===== src/inc/qcmd_consts.svh =====
`ifndef QCMD_CONSTS_SVH
`define QCMD_CONSTS_SVH

// ----------------------------------------------------------------
// register indices (byte address is four times the index)
// ----------------------------------------------------------------
`define IDX_RXQ_CMD 10'h082
`define IDX_TX_PTR 10'h084
`define IDX_RX_TIMER_THR 10'h08c
`define IDX_RX_BYTE_THR 10'h08e
`define IDX_RX_FRAME_THR 10'h09c
`define IDX_IRQ_STATUS 10'h0c0
`define IDX_IRQ_MASK 10'h0c2

// ----------------------------------------------------------------
// receive queue command fields
// ----------------------------------------------------------------
`define BIT_TIMER_HIT 12
`define BIT_BYTE_HIT 11
`define BIT_FRAME_HIT 10
`define BIT_IP_ALIGN 9
`define BIT_TIMER_EN 7
`define BIT_BYTE_EN 6
`define BIT_FRAME_EN 5
`define BIT_AUTO_DEQ 4
`define BIT_DMA_START 3
`define BIT_RELEASE 0

// ----------------------------------------------------------------
// transmit pointer and interrupt fields, threshold limit and reset values
// ----------------------------------------------------------------
`define BIT_TX_AUTOINC 14
`define BIT_RX_IRQ 13
`define TX_PTR_RESET 11'h000
`define TIMER_THR_MAX 16'hcfff
`define TIMER_THR_RESET 16'h0000
`define BYTE_THR_RESET 16'h0000
`define FRAME_THR_RESET 16'h0000

// ----------------------------------------------------------------
// timing
// ----------------------------------------------------------------
`define CLK_PERIOD_NS 8
`define TIMER_STEP_NS 1000
`define TIMER_STEP_CYC \
    ((`TIMER_STEP_NS + `CLK_PERIOD_NS - 1) / `CLK_PERIOD_NS)

`endif


===== src/inc/qcmd_pkg.sv =====
package qcmd_pkg;

    // width of one host access through the frame data port
    typedef enum logic [1:0] {
        ACC_BYTE,
        ACC_WORD,
        ACC_DWORD
    } access_size_t;

endpackage


===== src/logic/queue_command_and_tx_pointer.sv =====
// The APB register port was chosen for this implementation.
`timescale 1ns/1ps
`include "qcmd_consts.svh"

// Behaviour
// - timer cause bit refreshed on status acknowledge
// - byte count cause bit refreshed on acknowledge
// - frame count cause bit refreshed on acknowledge
// - align bit adds two bytes before header
// - timer enable raises receive interrupt past threshold
// - byte enable raises receive interrupt past threshold
// - frame enable raises receive interrupt past threshold
// - auto dequeue skips to next frame
// - writing dma bit opens host dma session
// - open session blocks all other registers
// - release bit frees error frame, self clears
// - autoinc advances pointer by access width
// - pointer resets zero, reloads after enqueue
// - timer threshold in microseconds, max limited
module queue_command_and_tx_pointer
    import qcmd_pkg::*;
#(
    parameter int PTR_W = 11,
    parameter int BCNT_W = 16,
    parameter int FCNT_W = 8
)
(
    input wire logic CLK, // system clock, 125 MHz
    input wire logic SYS_RST, // synchronous reset, active high
    input wire logic PSEL, // apb select
    input wire logic PENABLE, // apb access phase
    input wire logic PWRITE, // apb direction, high for write
    input wire logic [11:0] PADDR, // apb byte address
    input wire logic [31:0] PWDATA, // apb write data
    output logic [31:0] PRDATA, // apb read data
    output logic PREADY, // apb ready
    output logic PSLVERR, // apb error, unmapped or blocked
    input wire logic [BCNT_W-1:0] RXQ_BYTES, // bytes buffered in rx queue
    input wire logic [FCNT_W-1:0] RXQ_FRAMES, // frames buffered in rx queue
    input wire logic RX_FRAME_READ, // pulse, host read whole frame
    input wire logic RX_RELEASE_DONE, // pulse, error frame freed
    input wire logic DATA_ACCESS, // pulse, data port access
    input wire access_size_t DATA_SIZE, // width of that access
    input wire logic TX_ENQUEUED, // pulse, frame enqueued
    input wire logic [PTR_W-1:0] TX_NEXT_LOC, // next free tx location
    output logic IP_ALIGN, // insert two bytes before header
    output logic RX_DEQUEUE, // pulse, advance rx read pointer
    output logic RX_RELEASE_REQ, // level, free current error frame
    output logic DMA_ACTIVE, // host dma session open
    output logic [PTR_W-1:0] TX_POINTER, // transmit frame pointer
    output logic IRQ // level interrupt, unmasked status set
);

    // ----------------------------------------------------------------
    // elaboration checks
    // ----------------------------------------------------------------
    // pointer field sits in bits 13..0 and counts sit in 16-bit fields
    if (PTR_W < 3 || PTR_W > 14 || BCNT_W > 16 || FCNT_W > 16)
    begin : g_bad_params
        $error("queue_command_and_tx_pointer: unsupported widths");
    end

    // ----------------------------------------------------------------
    // control and status state
    // ----------------------------------------------------------------
    logic ip_align_offset_enable; // header offset control
    logic rx_timer_threshold_enable; // timer cause enable
    logic rx_bytecount_threshold_enable; // byte cause enable
    logic rx_framecount_threshold_enable; // frame cause enable
    logic auto_dequeue_enable; // automatic dequeue control
    logic dma_open; // host dma session open
    logic release_error_frame; // release request pending
    logic rx_timer_threshold_hit; // latched timer cause
    logic rx_bytecount_threshold_hit; // latched byte cause
    logic rx_framecount_threshold_hit; // latched frame cause
    logic tx_pointer_autoinc; // pointer auto increment
    logic [PTR_W-1:0] tx_pointer_value; // transmit frame pointer
    logic [15:0] rx_timer_threshold_value; // microseconds
    logic [15:0] rx_bytecount_threshold_value; // bytes
    logic [15:0] rx_framecount_threshold_value; // frames
    logic rx_irq_status; // sticky receive interrupt status
    logic rx_irq_mask; // receive interrupt mask
    logic any_hit_q; // previous combined threshold state

    // timer state
    logic [7:0] step_cnt; // cycles within one microsecond
    logic [15:0] elapsed_us; // microseconds since first frame

    // ----------------------------------------------------------------
    // apb decode
    // ----------------------------------------------------------------
    wire [9:0] idx = PADDR[11:2]; // word index
    wire setup = PSEL & ~PENABLE; // first cycle of a transfer
    wire done = PSEL & PENABLE & PREADY; // completing edge
    wire sel_cmd = idx == `IDX_RXQ_CMD;
    wire sel_ptr = idx == `IDX_TX_PTR;
    wire sel_tthr = idx == `IDX_RX_TIMER_THR;
    wire sel_bthr = idx == `IDX_RX_BYTE_THR;
    wire sel_fthr = idx == `IDX_RX_FRAME_THR;
    wire sel_stat = idx == `IDX_IRQ_STATUS;
    wire sel_mask = idx == `IDX_IRQ_MASK;
    wire mapped = sel_cmd | sel_ptr | sel_tthr | sel_bthr | sel_fthr
        | sel_stat | sel_mask;
    // while a session is open only the command register answers
    wire blocked = dma_open & ~sel_cmd;
    wire refused = ~mapped | blocked;
    wire wr = done & PWRITE & ~refused;
    wire rd = done & ~PWRITE & ~refused;
    wire [15:0] wd = PWDATA[15:0];

    // ----------------------------------------------------------------
    // threshold comparisons
    // ----------------------------------------------------------------
    // counts must exceed, not merely reach, their thresholds
    wire timer_hit = rx_timer_threshold_enable
        & (RXQ_FRAMES != '0)
        & (elapsed_us > rx_timer_threshold_value);
    wire byte_hit = rx_bytecount_threshold_enable
        & (16'(RXQ_BYTES) > rx_bytecount_threshold_value);
    wire frame_hit = rx_framecount_threshold_enable
        & (16'(RXQ_FRAMES) > rx_framecount_threshold_value);
    wire any_hit = timer_hit | byte_hit | frame_hit;
    wire rx_irq_event = any_hit & ~any_hit_q; // new crossing
    wire step_end = step_cnt == 8'(`TIMER_STEP_CYC - 1);
    wire [15:0] thr_clamped = (wd > `TIMER_THR_MAX) ? `TIMER_THR_MAX
        : wd;

    // acknowledge: write of one to the receive status bit
    wire ack = wr & sel_stat & wd[`BIT_RX_IRQ];

    // ----------------------------------------------------------------
    // read data
    // ----------------------------------------------------------------
    // dma start is write-only and reads back as zero
    wire [15:0] rd_cmd = {3'h0, rx_timer_threshold_hit,
        rx_bytecount_threshold_hit, rx_framecount_threshold_hit,
        ip_align_offset_enable, 1'h0, rx_timer_threshold_enable,
        rx_bytecount_threshold_enable, rx_framecount_threshold_enable,
        auto_dequeue_enable, 3'h0, release_error_frame};
    wire [15:0] rd_ptr = {1'h0, tx_pointer_autoinc, 14'(tx_pointer_value)};
    wire [15:0] rd_stat = {2'h0, rx_irq_status, 13'h0000};
    wire [15:0] rd_mask = {2'h0, rx_irq_mask, 13'h0000};
    wire [15:0] rd_mux = sel_cmd ? rd_cmd
        : sel_ptr ? rd_ptr
        : sel_tthr ? rx_timer_threshold_value
        : sel_bthr ? rx_bytecount_threshold_value
        : sel_fthr ? rx_framecount_threshold_value
        : sel_stat ? rd_stat
        : sel_mask ? rd_mask
        : 16'h0000;

    // ----------------------------------------------------------------
    // transmit pointer next value
    // ----------------------------------------------------------------
    logic [PTR_W-1:0] step_size; // bytes per data port access
    always_comb
    begin
        case (DATA_SIZE)
            ACC_BYTE: step_size = PTR_W'(1);
            ACC_WORD: step_size = PTR_W'(2);
            ACC_DWORD: step_size = PTR_W'(4);
            default: step_size = PTR_W'(0); // unused encoding
        endcase
    end

    // enqueue wins: the frame location moves on regardless
    logic [PTR_W-1:0] next_pointer; // pointer after this cycle
    always_comb
    begin
        if (TX_ENQUEUED)
            next_pointer = TX_NEXT_LOC;
        else if (wr & sel_ptr)
            next_pointer = wd[PTR_W-1:0]; // host placement
        else if (tx_pointer_autoinc & DATA_ACCESS)
            next_pointer = tx_pointer_value + step_size;
        else
            next_pointer = tx_pointer_value; // hold
    end

    // ----------------------------------------------------------------
    // apb answer, registered: one wait-free access phase
    // ----------------------------------------------------------------
    always_ff @(posedge CLK)
    begin
        if (SYS_RST)
        begin
            PREADY <= 1'b0;
            PSLVERR <= 1'b0;
            PRDATA <= 32'h0000_0000;
        end
        else
        begin
            PREADY <= setup; // ready in the cycle after setup
            PSLVERR <= setup & refused;
            PRDATA <= (setup & ~refused & ~PWRITE)
                ? {16'h0000, rd_mux} : 32'h0000_0000;
        end
    end

    // ----------------------------------------------------------------
    // receive queue command register
    // ----------------------------------------------------------------
    always_ff @(posedge CLK)
    begin
        if (SYS_RST)
        begin
            ip_align_offset_enable <= 1'b0;
            rx_timer_threshold_enable <= 1'b0;
            rx_bytecount_threshold_enable <= 1'b0;
            rx_framecount_threshold_enable <= 1'b0;
            auto_dequeue_enable <= 1'b0;
            dma_open <= 1'b0;
        end
        else if (wr & sel_cmd)
        begin
            ip_align_offset_enable <= wd[`BIT_IP_ALIGN];
            rx_timer_threshold_enable <= wd[`BIT_TIMER_EN];
            rx_bytecount_threshold_enable <= wd[`BIT_BYTE_EN];
            rx_framecount_threshold_enable <= wd[`BIT_FRAME_EN];
            auto_dequeue_enable <= wd[`BIT_AUTO_DEQ];
            // one opens the session, zero closes it
            dma_open <= wd[`BIT_DMA_START];
        end
    end

    // release request: done pulse clears, a new write wins over it
    always_ff @(posedge CLK)
    begin
        if (SYS_RST)
            release_error_frame <= 1'b0;
        else if (wr & sel_cmd & wd[`BIT_RELEASE])
            release_error_frame <= 1'b1;
        else if (RX_RELEASE_DONE)
            release_error_frame <= 1'b0;
    end

    // cause bits are a snapshot taken at each acknowledge
    always_ff @(posedge CLK)
    begin
        if (SYS_RST)
        begin
            rx_timer_threshold_hit <= 1'b0;
            rx_bytecount_threshold_hit <= 1'b0;
            rx_framecount_threshold_hit <= 1'b0;
        end
        else if (ack)
        begin
            rx_timer_threshold_hit <= timer_hit;
            rx_bytecount_threshold_hit <= byte_hit;
            rx_framecount_threshold_hit <= frame_hit;
        end
    end

    // ----------------------------------------------------------------
    // threshold and mask registers
    // ----------------------------------------------------------------
    always_ff @(posedge CLK)
    begin
        if (SYS_RST)
        begin
            rx_timer_threshold_value <= `TIMER_THR_RESET;
            rx_bytecount_threshold_value <= `BYTE_THR_RESET;
            rx_framecount_threshold_value <= `FRAME_THR_RESET;
            rx_irq_mask <= 1'b0;
        end
        else
        begin
            // larger timer settings are clipped to the largest legal one
            if (wr & sel_tthr)
                rx_timer_threshold_value <= thr_clamped;
            if (wr & sel_bthr)
                rx_bytecount_threshold_value <= wd;
            if (wr & sel_fthr)
                rx_framecount_threshold_value <= wd;
            if (wr & sel_mask)
                rx_irq_mask <= wd[`BIT_RX_IRQ];
        end
    end

    // ----------------------------------------------------------------
    // duration timer, microsecond steps from the first buffered frame
    // ----------------------------------------------------------------
    always_ff @(posedge CLK)
    begin
        if (SYS_RST || RXQ_FRAMES == '0)
        begin
            step_cnt <= 8'h00;
            elapsed_us <= 16'h0000;
        end
        else if (step_end)
        begin
            step_cnt <= 8'h00;
            // saturate rather than wrap back below the threshold
            if (elapsed_us != 16'hffff)
                elapsed_us <= elapsed_us + 16'h0001;
        end
        else
            step_cnt <= step_cnt + 8'h01;
    end

    // ----------------------------------------------------------------
    // interrupt status: sticky, cleared by read, set wins
    // ----------------------------------------------------------------
    always_ff @(posedge CLK)
    begin
        if (SYS_RST)
        begin
            any_hit_q <= 1'b0;
            rx_irq_status <= 1'b0;
            IRQ <= 1'b0;
        end
        else
        begin
            any_hit_q <= any_hit;
            if (rx_irq_event)
                rx_irq_status <= 1'b1;
            else if (rd & sel_stat)
                rx_irq_status <= 1'b0;
            IRQ <= (rx_irq_status | rx_irq_event) & rx_irq_mask
                & ~(rd & sel_stat & ~rx_irq_event);
        end
    end

    // ----------------------------------------------------------------
    // transmit pointer and side outputs
    // ----------------------------------------------------------------
    always_ff @(posedge CLK)
    begin
        if (SYS_RST)
        begin
            tx_pointer_autoinc <= 1'b0;
            tx_pointer_value <= PTR_W'(`TX_PTR_RESET);
            RX_DEQUEUE <= 1'b0;
            IP_ALIGN <= 1'b0;
            RX_RELEASE_REQ <= 1'b0;
            DMA_ACTIVE <= 1'b0;
            TX_POINTER <= PTR_W'(`TX_PTR_RESET);
        end
        else
        begin
            if (wr & sel_ptr)
                tx_pointer_autoinc <= wd[`BIT_TX_AUTOINC];
            tx_pointer_value <= next_pointer;
            // dequeue only when the host has read the frame out
            RX_DEQUEUE <= auto_dequeue_enable & RX_FRAME_READ;
            // copies keep every output straight from a flip-flop
            IP_ALIGN <= ip_align_offset_enable;
            RX_RELEASE_REQ <= release_error_frame;
            DMA_ACTIVE <= dma_open;
            TX_POINTER <= tx_pointer_value;
        end
    end

endmodule


===== config.mk =====
export PLATFORM = sky130hd
export DESIGN_NAME = queue_command_and_tx_pointer
export DESIGN_NICKNAME = d
export VERILOG_FILES = /design/src/inc/qcmd_pkg.sv /design/src/logic/queue_command_and_tx_pointer.sv
export VERILOG_INCLUDE_DIRS = /design/src /design/src/inc
export SDC_FILE = /design/constraint.sdc
export NUM_CORES = 1
export LEC_CHECK = 0
export BUFFER_PORTS_ARGS = -buffer_cell sky130_fd_sc_hd__buf_4
export CAP_MARGIN = 20
export CORE_MARGIN = 2
export CORE_UTILIZATION = 40
export DETAILED_ROUTE_END_ITERATION = 8
export HOLD_SLACK_MARGIN = 0.08
export PLACE_DENSITY = 0.6
export RECOVER_POWER = 100
export SETUP_SLACK_MARGIN = 0.02
export SYNTH_ARGS = -nofsm -noshare
export SYNTH_HDL_FRONTEND = slang
export SYNTH_SLANG_ARGS = --single-unit

===== constraint.sdc =====
create_clock -name CLK -period 3.5 [get_ports CLK]
set_input_delay 0.525 -clock CLK [delete_from_list [all_inputs] [get_ports CLK]]
set_output_delay 0.525 -clock CLK [all_outputs]
set_load 0.02 [all_outputs]

Yosys cells after proc, flatten, opt, wreduce, memory -nomap -nowiden
Index checks and enable logic that the tools add are counted.

Bits in registers: 147. Bits of input ports: 90. Logic and storage cells: 128.

$add $sub $neg: 3. $lt $le $gt $ge: 4. Equality and inequality tests: 11. Multiplexer cells: 16. Bitwise operators: 50. Reduce and logical (&&, ||, !) cells: 12.

Operators by type and width (count): two-way mux 16 bit (6); equality test 10 x 8 -> 1 bit (second input constant) (7); two-way mux 11 bit (3); greater-than comparator 16 bit (2); bitwise AND 1 bit (31); two-way mux 14 bit (2); adder 16 x 1 -> 16 bit (second input constant) (1); greater-than comparator 16 bit (second input constant) (1); greater-than comparator 8 x 16 -> 1 bit (1); != test 16 bit (second input constant) (1); adder 11 bit (1); OR 1 bit (10); inverter 1 bit (9); case mux 3 bit (3 select lines) (1); adder 8 x 1 -> 8 bit (second input constant) (1); equality test 8 x 7 -> 1 bit (second input constant) (1); zero test 8 bit (1); nonzero test 8 bit (1); two-way mux 1 bit (4); nonzero test 2 bit (2); OR reduction 2 bit (2); OR reduction 4 bit (1); nonzero test 3 bit (1); OR reduction 3 bit (1); other kinds (5) (5).

Depth between registers and ports, before layout
Depth in word-level cells: 15. Depth in mapped cells: 10. Mapped depth without buffers: 10.

Worst setup path before layout
OpenSTA, ideal clock, no wires.

Path type: input to register. Start point: input DATA_SIZE[1]. End point: register tx_pointer_value[10]. Library setup time: 0.070 ns. Arrival time: 2.416 ns. Required time: 3.430 ns. Slack: 1.015 ns. Stages on the path: 10. Cell sequence: nor2_1 ha_1 inv_1 fa_1 nor2b_1 o21ai_0 or3_1 xor2_1 a311o_1 a21oi_1.

Longest elaborated chain between the ends: 6. Elaborated cells on any way between the ends: 8. Classes of those cells: add/sub: 1; eq/ne: 2; mux: 4; reduce/logical: 1.

Ends and longest elaborated chain: start, declared (RTL line queue_command_and_tx_pointer.sv:43) `input wire access_size_t DATA_SIZE,`; equality test 2 bit (tied with other cells) (RTL line queue_command_and_tx_pointer.sv:158) `case (DATA_SIZE)`; case mux 3 bit (3 select lines) (*) (RTL line queue_command_and_tx_pointer.sv:158); adder 11 bit (*) (RTL line queue_command_and_tx_pointer.sv:175) `next_pointer = tx_pointer_value + step_size;`; two-way mux 11 bit (*) (RTL line queue_command_and_tx_pointer.sv:174) `else if (tx_pointer_autoinc & DATA_ACCESS)`; two-way mux 11 bit (*) (RTL line queue_command_and_tx_pointer.sv:172) `else if (wr & sel_ptr)`; two-way mux 11 bit (*) (RTL line queue_command_and_tx_pointer.sv:170) `if (TX_ENQUEUED)`; end signal, assigned (RTL line queue_command_and_tx_pointer.sv:332) `` tx_pointer_value <= PTR_W'(`TX_PTR_RESET); ``; end signal, assigned (RTL line queue_command_and_tx_pointer.sv:343) `tx_pointer_value <= next_pointer;`; end, declared (RTL line queue_command_and_tx_pointer.sv:77) `logic [PTR_W-1:0] tx_pointer_value;`.

Every way passes the cells marked *; elsewhere a longest branch is shown, timed or not. The select of a mux whose other input is x is not followed. A chain may end at the register's enable or synchronous reset.

==> flow_summary.ini <==
[yosys]
async_flop_share_pct = 0
ys_ff_latch = 131
ys_warn_count = 0
synthDistinctLibCells = 74
ys_seq_area_share_pct = 37.19
yosys.area.top_type_share_pct = 37.19
syn_area_per_cell_sq_um = 8.445
synth_edf_count = 0
syn_area_sq_um = 7052
syn_inst = 835
synth_area_leaders = dfxtp_1 37%, ha_1 8.2%, a21oi_1 6.3%, nand2_1 6.0%, nor2_1 3.6%
synth_ff_type = dfxtp_1
yosys.area.top_type = dfxtp_1

[clock_tree]
cts_root_buf = clkbuf_16
clockBufferDepth = 2
cts_max_level = 4
cts.sinks = 131
cts_hold_buf = 0
cts_repair_resize_count = 0
cts-buffers-inserted = 17
post_cts.repair.setup_buffers = 0
clk_pin_slew_worst_paths_ns = 0.06
clock_latency_ns = 0.42
tritoncts = yes

[finish]
drive_gt1_share_pct = 14.80
area_delta_synth_final_pct = 19.29
fill_cells = 1745
fin_area_sq_um = 8412
multi_input_area_sq_um = 3930
register_area_sq_um = 2623
layout.nets = 1078
insertedDiodeCount = 0

[sta]
drv_slew = 36
max-slew-margin-rel_pct = -13.59
grt_setup_unrepaired = no
hold-worst-slack_ns = 0.3299
fin_crit_sh_pct = 80.58
setup_tns_ns = 0
skew_ns = 0.007179
min_period_ns = 2.820
tightest_slew_ns = 1.704
finalSetupViolations = 0
fmax_ghz = 0.3546
hold_violations = 0

[floorplanning]
die_w_microns = 136.8
initial_core_util_pct = 40.91
placementRows = 48
fp.dieH_microns = 136.8
die_area_sq_um = 18710
coreArea_sq_um = 17240
io_pins = 140

[route]
vias = 6348
drt.antenna.violating_nets = 0
dr.pass1.iters = 9
postRouteWirelength_microns = 20240
viasPerCell = 5.389
wl_per_cell_microns = 17.18
drtIter0Drc = 495
remaining_drc_errors = 0

[place]
place_area_sq_um = 8004
numPortBuffers = 105
place.gp.congestion = 0.8616
hpwl_microns = 15060

[hold_path]
hp-class = in -> reg
min-delay-start = PENABLE
min_path_cells = 2

[grt]
antenna_found_initial = 0
grtUsageTotal_pct = 22.19
grt_max_degree = 58
grt_pass1_vias = 5890
grt_first_pass_wirelength_microns = 31530
grt_overflow = 0

[critical_path]
rr_worst_depth = 9
critical_path_class = in -> reg
startpoint_type = input port
required_ns = 3.79
r2r-start = rx_timer_threshold_value[15]
crit_arrival_ns = 3.11
end_kind = register
crit_start = SYS_RST
cp_max_fo = 57

[pwr]
pwr-share-seq_pct = 41.9
leakage_uw = 0.003151
power.density_nw_per_um2 = 434.0
combPwrFrac_pct = 7.3
pwr-share-clk_pct = 50.8
netSwitchingFraction_pct = 24.15
p_sw_uw = 881.6
internal_power_uw = 2769
ir_drop_mv = 0.3381

[outcome]
status = finished with violations
violations = capacitance limit, slew limit

[job]
max_cap_violations = 1
-- routing by layer --
metal | vias to the layer above | GRT usage [%] | share of wire, %
met5 | - | 0 | 0
met4 | 0 | 6.816 | 1.6
met3 | 24 | 4.667 | 5.3
met2 | 203 | 35.03 | 46
met1 | 2990 | 30.42 | 47
li1 | 3131 | - | -
-- synth_stat cells (14+ instances only) --
library cell and n:
nor2_1 67, nand2_1 112, nor2b_1 18, clkbuf_1 18, ha_1 46, a21oi_1 89
xor2_1 19, nand3_1 28, nand4_1 17, a21o_1 14, inv_1 53, buf_4 23
o21ai_0 18, dfxtp_1 131
-- cell families after synthesis --
group           Yosys count  share of synthesized area, %
xor+xnor                 28                         3.478
simple gates            322                         23.94
flops                   131                         37.19
other cells               1                       0.05318
mux                       9                         1.278
buf+inv                 103                         7.097
fa+ha+maj                47                         8.446
compound gates          194                         18.52
-- final timing paths --
path	to	slack, ns
min	PREADY	0.33
min reg2reg	rx_bytecount_threshold_value[4]	0.47
max reg2reg	IRQ	1.01
max	IRQ	0.68
-- critical path: stages --
cell      delay [ns]
clkbuf_1        0.19
clkbuf_1        1.26
buf_4           0.72
nor2_1          0.10
o31ai_1         0.13
a21boi_0        0.14
-- stage by stage --
step | util [%] | power (uW) | setup slack [ns] | cells
after detailed placement | 46.44 | 1836 | 0.6643 | 1147
after CTS | 49.99 | 3692 | 0.9638 | 1178
after global placement | 46.44 | 1836 | 0.7163 | 1147
final | 48.80 | 3650 | 0.6797 | 1178
after floorplan | - | 1713 | 1.015 | 850
after global routing | 48.80 | 3792 | 0.4136 | 1178
-- layout make-up --
type / count / share of cell area [%]
Clock buffer: 18 / 5.221
Clock inverter: 13 / 2.068
Inverter: 53 / 2.365
Multi-Input combinational cell: 616 / 46.72
Sequential cell: 131 / 31.18
Tap cell: 225 / 3.347
Timing Repair Buffer: 122 / 9.103
-- power by group through the flow --
stage / Sequential [uW] / Combinational (uW) / Clock [uW]
floorplan: 1560 / 151 / 0
global placement: 1560 / 274 / 0
detailed placement: 1560 / 276 / 0
CTS: 1530 / 277 / 1890
global route: 1530 / 295 / 1970
finish: 1530 / 267 / 1860
-- layout by cell type, fill, tap and decap left out, drive strengths merged, types with 3 or more instances in the layout --
| cell type | Yosys | layout |
|---|---|---|
| nor4b | 4 | 4 |
| dfxtp | 131 | 131 |
| a21oi | 89 | 89 |
| a21o | 14 | 14 |
| o21ai | 19 | 19 |
| nor2b | 18 | 18 |
| buf | 32 | 82 |
| a221oi | 3 | 3 |
| clkinvlp | 0 | 3 |
| nor3b | 3 | 3 |
| and3 | 5 | 5 |
| nand2 | 113 | 113 |
| xor2 | 19 | 19 |
| inv | 53 | 59 |
| a22oi | 11 | 11 |
| nand4b | 3 | 3 |
| a311o | 3 | 3 |
| a211oi | 9 | 9 |
| nand4 | 17 | 17 |
| nand2b | 8 | 8 |
| xnor2 | 9 | 9 |
| a222oi | 7 | 7 |
| ha | 46 | 46 |
| and4 | 6 | 6 |
| conb | 1 | 16 |
| clkbuf | 18 | 58 |
| and2 | 4 | 4 |
| a211o | 4 | 4 |
| o22ai | 14 | 14 |
| or3 | 3 | 3 |
| nand3 | 28 | 28 |
| nor3 | 15 | 15 |
| nor4 | 11 | 11 |
| nor2 | 77 | 77 |
| mux2i | 9 | 9 |
| bufinv | 0 | 3 |
-- sequential cells by signal, summed over array words and instances (netlist names), 8 cells and up --
name / count
PRDATA: 16
elapsed_us: 16
rx_bytecount_threshold_value: 16
rx_framecount_threshold_value: 16
rx_timer_threshold_value: 16
TX_POINTER: 11
tx_pointer_value: 11
step_cnt: 8
No activity file was read; power rests on OpenSTA's default activity.
